## config.mk

```make
export PLATFORM = sky130hd
export DESIGN_NAME = timer_event_counter_config
export DESIGN_NICKNAME = d
export VERILOG_FILES = /design/src/pkg/timer_cfg_pkg.sv /design/src/verilog/timer_event_counter_config.sv
export SDC_FILE = /design/constraint.sdc
export NUM_CORES = 1
export LEC_CHECK = 0
export BUFFER_PORTS_ARGS = -buffer_cell sky130_fd_sc_hd__buf_4
export CAP_MARGIN = 10
export CORE_MARGIN = 8
export CORE_UTILIZATION = 35
export DETAILED_ROUTE_END_ITERATION = 8
export HOLD_SLACK_MARGIN = 0.15
export PLACE_DENSITY = 0.6
export SYNTH_ARGS = -nofsm -noshare
export SYNTH_HDL_FRONTEND = slang
export SYNTH_SLANG_ARGS = --single-unit
```

## constraint.sdc

```tcl
create_clock -name aclk -period 1.7 [get_ports aclk]
set_input_delay 0.085 -clock aclk [delete_from_list [all_inputs] [get_ports aclk]]
set_output_delay 0.085 -clock aclk [all_outputs]
set_load 0.1 [all_outputs]
```

## src/pkg/timer_cfg_pkg.sv

```systemverilog
// Package for the timer configuration block: register offsets, field
// positions, reset values, mode codes and bus types.
// Assumes an AXI4-Lite master with 32-bit data.
package timer_cfg_pkg;
   // Register byte offsets
   localparam logic [7:0] OFS_CTL_FIRST  = 8'h00;
   localparam logic [7:0] OFS_CTL_SECOND = 8'h04;
   localparam logic [7:0] OFS_OUT_CTL    = 8'h08;
   localparam logic [7:0] OFS_CAP_CTL    = 8'h0C;
   localparam logic [7:0] OFS_EDGE_CTL   = 8'h10;
   localparam logic [7:0] OFS_OPTION     = 8'h14;
   localparam logic [7:0] OFS_STATUS     = 8'h18;

   // Field positions
   localparam int CE_POS     = 7;   // count enable in first control
   localparam int EST_POS    = 6;   // software trigger in second control
   localparam int EEE_POS    = 5;   // external clock enable
   localparam int TSYE_POS   = 7;   // tandem sync enable

   localparam logic [1:0] AXI_OKAY   = 2'h0;
   localparam logic [1:0] AXI_SLVERR = 2'h2;

   // Operating mode codes
   localparam logic [2:0] MODE_INTERVAL   = 3'h0;
   localparam logic [2:0] MODE_EVENT_CNT  = 3'h1;
   localparam logic [2:0] MODE_TRIG_PULSE = 3'h2;
   localparam logic [2:0] MODE_ONE_SHOT   = 3'h3;
   localparam logic [2:0] MODE_PWM        = 3'h4;
   localparam logic [2:0] MODE_FREE_RUN   = 3'h5;
   localparam logic [2:0] MODE_PULSE_MEAS = 3'h6;

   localparam logic [7:0] CFG_RESET = 8'h00;

   typedef struct packed {
      logic       count_enable;
      logic [2:0] clock_prescale_select;
      logic       tandem_sync;
      logic       external_clock_enable;
      logic [2:0] operating_mode_field;
      logic [1:0] output_level;
      logic [1:0] output_enable;
      logic [3:0] capture_edge_select;
      logic [1:0] event_edge_select;
      logic [1:0] trigger_edge_select;
      logic [1:0] capture_compare_select;
   } timer_cfg_s;
endpackage

```

## src/verilog/timer_event_counter_config.sv

```systemverilog
// Configuration registers and control decode of a 16-bit timer/event counter.
// Assumes an AXI4-Lite master and a counting datapath fed by its outputs.
`timescale 1ns/1ps
`default_nettype none

// Contract
// - Software trigger acts only in trigger pulse or one-shot mode.
// - Event count mode counts event input, ignoring external clock enable.
// - Output pin follows output level bit even when disabled and stopped.
// - Capture only in free-running and pulse width measurement modes.
// - Event edge select applies only with external clock enable or mode 001.
// - Trigger edge select applies only in modes 010 and 011.
module timer_event_counter_config
   import timer_cfg_pkg::*;
(
   input  wire logic       aclk,
   input  wire logic       aresetn,
   input  wire logic [7:0] s_axi_awaddr,
   input  wire logic       s_axi_awvalid,
   output logic            s_axi_awready,
   input  wire logic [31:0] s_axi_wdata,
   input  wire logic [3:0] s_axi_wstrb,
   input  wire logic       s_axi_wvalid,
   output logic            s_axi_wready,
   output logic [1:0]      s_axi_bresp,
   output logic            s_axi_bvalid,
   input  wire logic       s_axi_bready,
   input  wire logic [7:0] s_axi_araddr,
   input  wire logic       s_axi_arvalid,
   output logic            s_axi_arready,
   output logic [31:0]     s_axi_rdata,
   output logic [1:0]      s_axi_rresp,
   output logic            s_axi_rvalid,
   input  wire logic       s_axi_rready,
   input  wire logic       event_in,
   output logic [1:0]      timer_output_pin,
   output timer_cfg_s      cfg_active,
   output logic            software_trigger_pulse,
   output logic            event_count_select,
   output logic            capture_allowed,
   output logic [1:0]      event_edge_active,
   output logic [1:0]      trigger_edge_active
);

   timer_cfg_s cfg_q;
   logic [7:0] aw_addr_q;
   logic       aw_have_q;
   logic [7:0] w_data_q;
   logic       w_strb_q;
   logic       w_have_q;
   logic       do_write;

   function automatic logic mapped(input logic [7:0] a);
      mapped = (a <= OFS_STATUS) && (a[1:0] == 2'h0);
   endfunction

   // Write address and data may arrive in either order
   always_ff @(posedge aclk)
   begin
      if (!aresetn)
      begin
         aw_have_q     <= 1'b0;
         w_have_q      <= 1'b0;
         aw_addr_q     <= 8'h00;
         w_data_q      <= 8'h00;
         w_strb_q      <= 1'b0;
         s_axi_awready <= 1'b0;
         s_axi_wready  <= 1'b0;
         s_axi_bvalid  <= 1'b0;
         s_axi_bresp   <= AXI_OKAY;
      end
      else
      begin
         s_axi_awready <= !aw_have_q && !s_axi_awready && !s_axi_bvalid
                          && s_axi_awvalid;
         s_axi_wready  <= !w_have_q && !s_axi_wready && !s_axi_bvalid
                          && s_axi_wvalid;
         if (s_axi_awvalid && s_axi_awready)
         begin
            aw_have_q <= 1'b1;
            aw_addr_q <= s_axi_awaddr;
         end
         if (s_axi_wvalid && s_axi_wready)
         begin
            w_have_q <= 1'b1;
            w_data_q <= s_axi_wdata[7:0];
            w_strb_q <= s_axi_wstrb[0];
         end
         if (do_write)
         begin
            aw_have_q    <= 1'b0;
            w_have_q     <= 1'b0;
            s_axi_bvalid <= 1'b1;
            s_axi_bresp  <= mapped(aw_addr_q) ? AXI_OKAY : AXI_SLVERR;
         end
         else if (s_axi_bvalid && s_axi_bready)
            s_axi_bvalid <= 1'b0;
      end
   end

   assign do_write = aw_have_q && w_have_q && !s_axi_bvalid;

   // Hardware takes writes whether running or stopped; the stop-before-change discipline
   // belongs to software, so no write is refused for a running count
   always_ff @(posedge aclk)
   begin
      if (!aresetn)
         cfg_q <= '0;
      else if (do_write && w_strb_q)
      begin
         case (aw_addr_q)
            OFS_CTL_FIRST:
            begin
               cfg_q.count_enable          <= w_data_q[CE_POS];
               cfg_q.clock_prescale_select <= w_data_q[2:0];
            end
            OFS_CTL_SECOND:
            begin
               cfg_q.tandem_sync           <= w_data_q[TSYE_POS];
               cfg_q.external_clock_enable <= w_data_q[EEE_POS];
               cfg_q.operating_mode_field  <= w_data_q[2:0];
            end
            OFS_OUT_CTL:
            begin
               cfg_q.output_level  <= {w_data_q[3], w_data_q[1]};
               cfg_q.output_enable <= {w_data_q[2], w_data_q[0]};
            end
            OFS_CAP_CTL:
               cfg_q.capture_edge_select <= w_data_q[3:0];
            OFS_EDGE_CTL:
            begin
               cfg_q.trigger_edge_select <= w_data_q[1:0];
               cfg_q.event_edge_select   <= w_data_q[3:2];
            end
            OFS_OPTION:
               cfg_q.capture_compare_select <= w_data_q[5:4];
            default:
               cfg_q <= cfg_q;
         endcase
      end
   end

   // Trigger is a one-cycle pulse, never stored
   always_ff @(posedge aclk)
   begin
      if (!aresetn)
         software_trigger_pulse <= 1'b0;
      else
         software_trigger_pulse <= do_write && w_strb_q
            && aw_addr_q == OFS_CTL_SECOND && w_data_q[EST_POS]
            && (cfg_q.operating_mode_field == MODE_TRIG_PULSE
             || cfg_q.operating_mode_field == MODE_ONE_SHOT);
   end

   // Decoded controls for the counting datapath
   always_ff @(posedge aclk)
   begin
      if (!aresetn)
      begin
         cfg_active          <= '0;
         timer_output_pin    <= 2'h0;
         event_count_select  <= 1'b0;
         capture_allowed     <= 1'b0;
         event_edge_active   <= 2'h0;
         trigger_edge_active <= 2'h0;
      end
      else
      begin
         cfg_active <= cfg_q;
         // Level bit drives the pin even when stopped and disabled
         timer_output_pin <= cfg_q.output_level;
         event_count_select <= cfg_q.external_clock_enable
            || cfg_q.operating_mode_field == MODE_EVENT_CNT;
         capture_allowed <= cfg_q.count_enable
            && (cfg_q.operating_mode_field == MODE_FREE_RUN
             || cfg_q.operating_mode_field == MODE_PULSE_MEAS);
         event_edge_active <= (cfg_q.external_clock_enable
            || cfg_q.operating_mode_field == MODE_EVENT_CNT)
            ? cfg_q.event_edge_select : 2'h0;
         trigger_edge_active <=
            (cfg_q.operating_mode_field == MODE_TRIG_PULSE
          || cfg_q.operating_mode_field == MODE_ONE_SHOT)
            ? cfg_q.trigger_edge_select : 2'h0;
      end
   end

   // Read channel, one cycle to accept, answer the next
   always_ff @(posedge aclk)
   begin
      if (!aresetn)
      begin
         s_axi_arready <= 1'b0;
         s_axi_rvalid  <= 1'b0;
         s_axi_rdata   <= 32'h0000_0000;
         s_axi_rresp   <= AXI_OKAY;
      end
      else
      begin
         s_axi_arready <= s_axi_arvalid && !s_axi_arready && !s_axi_rvalid;
         if (s_axi_arvalid && s_axi_arready)
         begin
            s_axi_rvalid <= 1'b1;
            s_axi_rresp  <= mapped(s_axi_araddr) ? AXI_OKAY : AXI_SLVERR;
            case (s_axi_araddr)
               OFS_CTL_FIRST:  s_axi_rdata <= {24'h0, cfg_q.count_enable,
                                  4'h0, cfg_q.clock_prescale_select};
               OFS_CTL_SECOND: s_axi_rdata <= {24'h0, cfg_q.tandem_sync,
                                  1'b0, cfg_q.external_clock_enable, 2'h0,
                                  cfg_q.operating_mode_field};
               OFS_OUT_CTL:    s_axi_rdata <= {28'h0,
                                  cfg_q.output_level[1],
                                  cfg_q.output_enable[1],
                                  cfg_q.output_level[0],
                                  cfg_q.output_enable[0]};
               OFS_CAP_CTL:    s_axi_rdata <= {28'h0,
                                  cfg_q.capture_edge_select};
               OFS_EDGE_CTL:   s_axi_rdata <= {28'h0,
                                  cfg_q.event_edge_select,
                                  cfg_q.trigger_edge_select};
               OFS_OPTION:     s_axi_rdata <= {26'h0,
                                  cfg_q.capture_compare_select, 4'h0};
               OFS_STATUS:     s_axi_rdata <= {28'h0, event_in,
                                  capture_allowed, event_count_select,
                                  cfg_q.count_enable};
               default:        s_axi_rdata <= 32'h0000_0000;
            endcase
         end
         else if (s_axi_rvalid && s_axi_rready)
            s_axi_rvalid <= 1'b0;
      end
   end

endmodule // timer_event_counter_config

`default_nettype wire

```

# [Word-level counts from Yosys, hierarchy flattened]
# Cells that the tools add are included.
[classes] magnitude_cmp=2 n_eq_ne=16 muxes=7 bitwise=1 reduce_logical=47
[ops] operator="one-hot mux 8 bit (7 select lines)" count=1
[ops] operator="== test 8 x 5 -> 1 bit, second input constant" count=5
[ops] operator="== test 8 x 4 -> 1 bit, second input constant" count=4
[ops] operator="logical AND 1 bit" count=22
[ops] operator="== test 8 x 3 -> 1 bit, second input constant" count=2
[ops] operator="<= comparator 8 x 5 -> 1 bit, second input constant" count=2
[ops] operator="logical NOT 8 bit" count=2
[ops] operator="AND reduction 2 bit" count=8
[ops] operator="logical NOT 1 bit" count=7
[ops] operator="== test 3 x 2 -> 1 bit, second input constant" count=2
[ops] operator="== test 3 bit, second input constant" count=2
[ops] operator="logical NOT 2 bit" count=2
[ops] operator="two-way mux 1 bit" count=4
[ops] operator="two-way mux 2 bit" count=2
[ops] operator="nonzero test 2 bit" count=2
[ops] operator="== test 3 x 1 -> 1 bit, second input constant" count=1
[ops] operator="logical OR 1 bit" count=3
[ops] operator="OR reduction 2 bit" count=1
[ops] operator="inverter 1 bit" count=1
[word_totals] reg_bits=113 wordCells=113

# [Logic depth before layout (Yosys ltp)]
[depth] word_depth=6 depth_mapped=5

# [Least setup slack after synthesis]
# No wires, ideal clock.
[synth_timing] path_type="register to register" from="reg s_axi_arready" to="reg s_axi_rdata[1]" setup_time_ns=0.070 t_arrival_ns=1.918 path_slack_ns=-0.288 path_stages_with_launch=5 n_path_buf=0 synth_period_minus_slack_ns=1.988 cell_sequence="dfxtp_1 > nand2_1 > a2111oi_4 > o21ai_0 > a21oi_1"
[synth_via] elab_chain_cells=1
[synth_rtl] item="from (decl)" line="timer_event_counter_config.sv:30" source="output logic s_axi_arready,"
[synth_rtl] item="from (signal assigned)" line="timer_event_counter_config.sv:199" source="s_axi_arready <= s_axi_arvalid && !s_axi_arready && !s_axi_rvalid;"
[synth_rtl] item="logical AND 1 bit" line="timer_event_counter_config.sv:200" source="if (s_axi_arvalid && s_axi_arready)"
[synth_rtl] item="to (signal assigned)" line="timer_event_counter_config.sv:205" source="OFS_CTL_FIRST: s_axi_rdata <= {24'h0, cfg_q.count_enable,"
[synth_rtl] item="to (signal assigned)" line="timer_event_counter_config.sv:207" source="OFS_CTL_SECOND: s_axi_rdata <= {24'h0, cfg_q.tandem_sync,"
[synth_rtl] item="to (signal assigned)" line="timer_event_counter_config.sv:210" source="OFS_OUT_CTL: s_axi_rdata <= {28'h0,"
[synth_rtl] item="to (decl)" line="timer_event_counter_config.sv:31" source="output logic [31:0] s_axi_rdata,"
# Every way passes these cells.
# A chain may end at the register's enable or synchronous reset.

# [Final worst setup path]
[layout_timing] from="in s_axi_araddr[1]" to="reg s_axi_rdata[1]"
[layout_via] elab_chain_cells=2 elab_cells_between_ends=8 classes_between="eq/ne (6); mux (1); reduce/logical (1)"
[layout_rtl] item="from (decl)" line="timer_event_counter_config.sv:28" source="input wire logic [7:0] s_axi_araddr,"
[layout_rtl] item="== test 8 x 5 -> 1 bit (tied with other cells)" line="timer_event_counter_config.sv:204" source="case (s_axi_araddr)"
[layout_rtl] item="one-hot mux 8 bit (7 select lines) (*)" line="timer_event_counter_config.sv:204"
# Mark *: on every way between the ends. The rest lies on a longest branch, timed or not.

==> impl_metrics.env <==
export IMPL_status="completed"
export IMPL_postRouteAntennaNets=0
export IMPL_vias_per_cell=4.380
export IMPL_nets=525
export IMPL_setup_viol=0
export IMPL_cp_required_ns=1.98
export IMPL_hold_viol=0
export IMPL_place_hpwl_um=6183
export IMPL_cp_end_kind="flop"
export IMPL_fp_dieArea_um2=13240
export IMPL_whs_path_depth=3
export IMPL_crit_arrival_ns=1.84
export IMPL_stdcell_count=603
export IMPL_final_max_slew_violation_count=0
export IMPL_crit_type="in2reg"
export IMPL_hp_start="aresetn"
export IMPL_drc=0
export IMPL_placedCellCount=554
export IMPL_antenna_found_initial=0
export IMPL_avgSynthCellArea_um2=9.624
export IMPL_leakagePower_nw=2.152
export IMPL_cts_clk_slew_worst_paths_ns=0.08
export IMPL_yosys_most_used_dff="dfxtp_1"
export IMPL_p_sw_mw=1.132
export IMPL_fill_cells=958
export IMPL_ir_worst_vdd_uv=378.8
export IMPL_worstSetupStartpoint="s_axi_araddr[1]"
export IMPL_min_period_ns=1.563
export IMPL_dpl_instance_area_um2=4036
export IMPL_power_internal_mw=2.895
export IMPL_timing_max_cap_violations=0
export IMPL_syn_cell_area_um2=3436
export IMPL_grt_start_max_net_pins=45
export IMPL_numPortBuffers=78
export IMPL_critPathSlowestCell="dlygate4sd3_1"
export IMPL_io_pins=133
export IMPL_slowest_delay_ns=0.54
export IMPL_combPwrFrac_pct=13.7
export IMPL_area_growth_pct=32.92
export IMPL_first_global_vias=2704
export IMPL_cts_sinks=86
export IMPL_wire_per_inst_um=13.63
export IMPL_ff2ff_path_depth=4
export IMPL_cts_buffer_depth=2
export IMPL_gp_congestion=0.7696
export IMPL_rsz0062_at_grt="false"
export IMPL_max_freq_mhz=639.7
export IMPL_total_power_mw=4.028
export IMPL_grt_overflow=0
export IMPL_core_um2=9639
export IMPL_cts_setup_buffers=0
export IMPL_power_frac_seq_pct=51.1
export IMPL_r2r_start="aw_addr_q[5]$_SDFFE_PN0P_"
export IMPL_vias=2641
export IMPL_p_clk_share_pct=35.2
export IMPL_yosysSeqAreaShare_pct=50.11
export IMPL_fin_skew_ns=0.009465
export IMPL_cts_tree="yes"
export IMPL_cp_cell_sequence="dlygate4sd3_1, buf_4, or2_2, a2111oi_4, o21ai_0, a21oi_1"
export IMPL_hold_ws_ns=0.1654
export IMPL_cts_root_buffer="clkbuf_8"
export IMPL_synth_async_reset_ratio_pct=0
export IMPL_netlist_instances=357
export IMPL_fp_dieH_um=115.1
export IMPL_cts_buffers=9
export IMPL_path_buf_inv=2
export IMPL_insertion_delay_ns=0.34
export IMPL_synth_warnings=0
export IMPL_p_sw_share_pct=28.12
export IMPL_hold_class="in2reg"
export IMPL_critical_path_depth=6
export IMPL_cp_start_kind="primary input"
export IMPL_synth_edf_count=0
export IMPL_firstDrtPassIters=4
export IMPL_cellPowerDensity_nw_per_um2=881.9
export IMPL_cp_max_fo=5
export IMPL_fin_area_um2=4567
export IMPL_grt_pass1_wl_um=13290
export IMPL_drtIter0Drc=109
export IMPL_start_util_pct=35.64
export IMPL_wl_um=8218
export IMPL_die_w_um=115.1
export IMPL_synth_cell_types=47
export IMPL_period_share_pct=91.95
export IMPL_drive_gt1_share_pct=24.47
export IMPL_crit_family="compound AO/OA/AOI/OAI gates"
export IMPL_multi_input_area_um2=1438
export IMPL_grt_usage_pct=12.73
export IMPL_seq_area_um2=1727
export IMPL_finalSetupTns_ns=0
export IMPL_rows=36
export IMPL_htreeDepth=3
export IMPL_diodes=0
export IMPL_synth_seq_cells=86
[cell families after synthesis]
kind of cell,Yosys count,synth area share [%]
multiplexers,32,10.12
AO/OA/AOI/OAI,41,8.521
buffers and inverters,69,10.89
other,1,0.1091
XOR/XNOR,1,0.2550
flip-flops,86,50.11
AND/OR/NAND/NOR,127,19.99
[Yosys cell counts (2+ instances only)]
master / count / area share, %
a21boi_1: 2 / 0.44
nor2b_1: 4 / 0.73
a21oi_1: 2 / 0.29
and4_1: 2 / 0.51
a21boi_0: 21 / 4.6
nor2_1: 2 / 0.22
nor3_1: 5 / 0.73
clkbuf_1: 9 / 0.98
nand3_1: 11 / 1.6
inv_1: 26 / 2.8
nor3b_1: 4 / 0.87
a31oi_1: 2 / 0.36
buf_4: 30 / 6.6
buf_1: 2 / 0.22
nand4_1: 2 / 0.36
o21ai_0: 8 / 1.2
nand2b_1: 4 / 0.73
mux2i_1: 28 / 8.2
o21ai_1: 3 / 0.44
nand2_1: 68 / 7.4
mux2_2: 2 / 0.66
mux4_2: 2 / 1.3
nor4b_1: 3 / 0.76
and2_1: 7 / 1.3
dfxtp_1: 86 / 50
[registers in the layout, indices dropped and copies added (netlist names), 2 cells and up]
register,count
cfg_q,23
w_data_q,8
aw_addr_q,8
cfg_active,23
s_axi_rdata,7
event_edge_active,2
trigger_edge_active,2
[power groups by stage]
| stage | Combinational (mW) | Sequential (mW) | Clock (mW) |
|---|---|---|---|
| global placement | 0.497 | 2.10 | 0 |
| CTS | 0.552 | 2.06 | 1.47 |
| finish | 0.553 | 2.06 | 1.42 |
| floorplan | 0.407 | 2.15 | 0 |
| detailed placement | 0.499 | 2.10 | 0 |
| global route | 0.582 | 2.06 | 1.56 |
[final timing paths]
kind	to	slack, ns
worst max-delay path	s_axi_rdata[1]$_SDFFE_PN0P_	0.14
worst min-delay path	aw_have_q$_SDFFE_PP0P_	0.17
worst max register to register	cfg_q[4]$_SDFFE_PN0P_	0.22
worst min register to register	s_axi_wready$_SDFF_PN0_	0.43
[layout make-up]
class | instances | area share [%]
inverter | 26 | 2.137
clock inverter | 5 | 1.288
tap | 133 | 3.644
sequential | 86 | 37.81
clock buffer | 11 | 3.096
timing repair buffer | 114 | 20.55
multi-input combinational | 228 | 31.48
[routing by layer]
| metal | vias to the layer above | global-route usage [%] | share of wire, % |
|---|---|---|---|
| met2 | 64 | 21.51 | 49 |
| met4 | 0 | 4.729 | 1.2 |
| met3 | 9 | 3.361 | 5.4 |
| met5 | - | 0 | 0 |
| met1 | 1222 | 15.14 | 44 |
| li1 | 1346 | - | - |
[layout by cell type (no fill, tap or decap), types with 5 or more instances in the layout]
| cell | instances |
|---|---|
| nor3_1 | 5 |
| clkbuf_8 | 10 |
| o21ai_0 | 8 |
| conb_1 | 27 |
| nand2_1 | 68 |
| and2_1 | 7 |
| buf_4 | 81 |
| dfxtp_1 | 82 |
| mux2i_1 | 28 |
| inv_1 | 26 |
| dlygate4sd3_1 | 33 |
| nand3_1 | 11 |
| a21boi_0 | 21 |
[worst min-delay path, stage by stage]
cell     delay [ns]
buf_4          0.23
nand2_1        0.10
a21oi_1        0.04
[metrics by stage]
step,utilization [%],setup slack [ns]
floorplan,-,0.06487
global placement,41.87,0.2271
detailed placement,41.87,0.2136
CTS,47.38,0.1560
global route,47.38,0.009289
finish,47.38,0.1369
[repair_timing]
action | 4_1_cts | 5_1_grt
resized for setup | 0 | 0
hold endpoints to repair | 24 | 0
hold buffers | 33 | 0
Power figures use the tool's default switching activity.
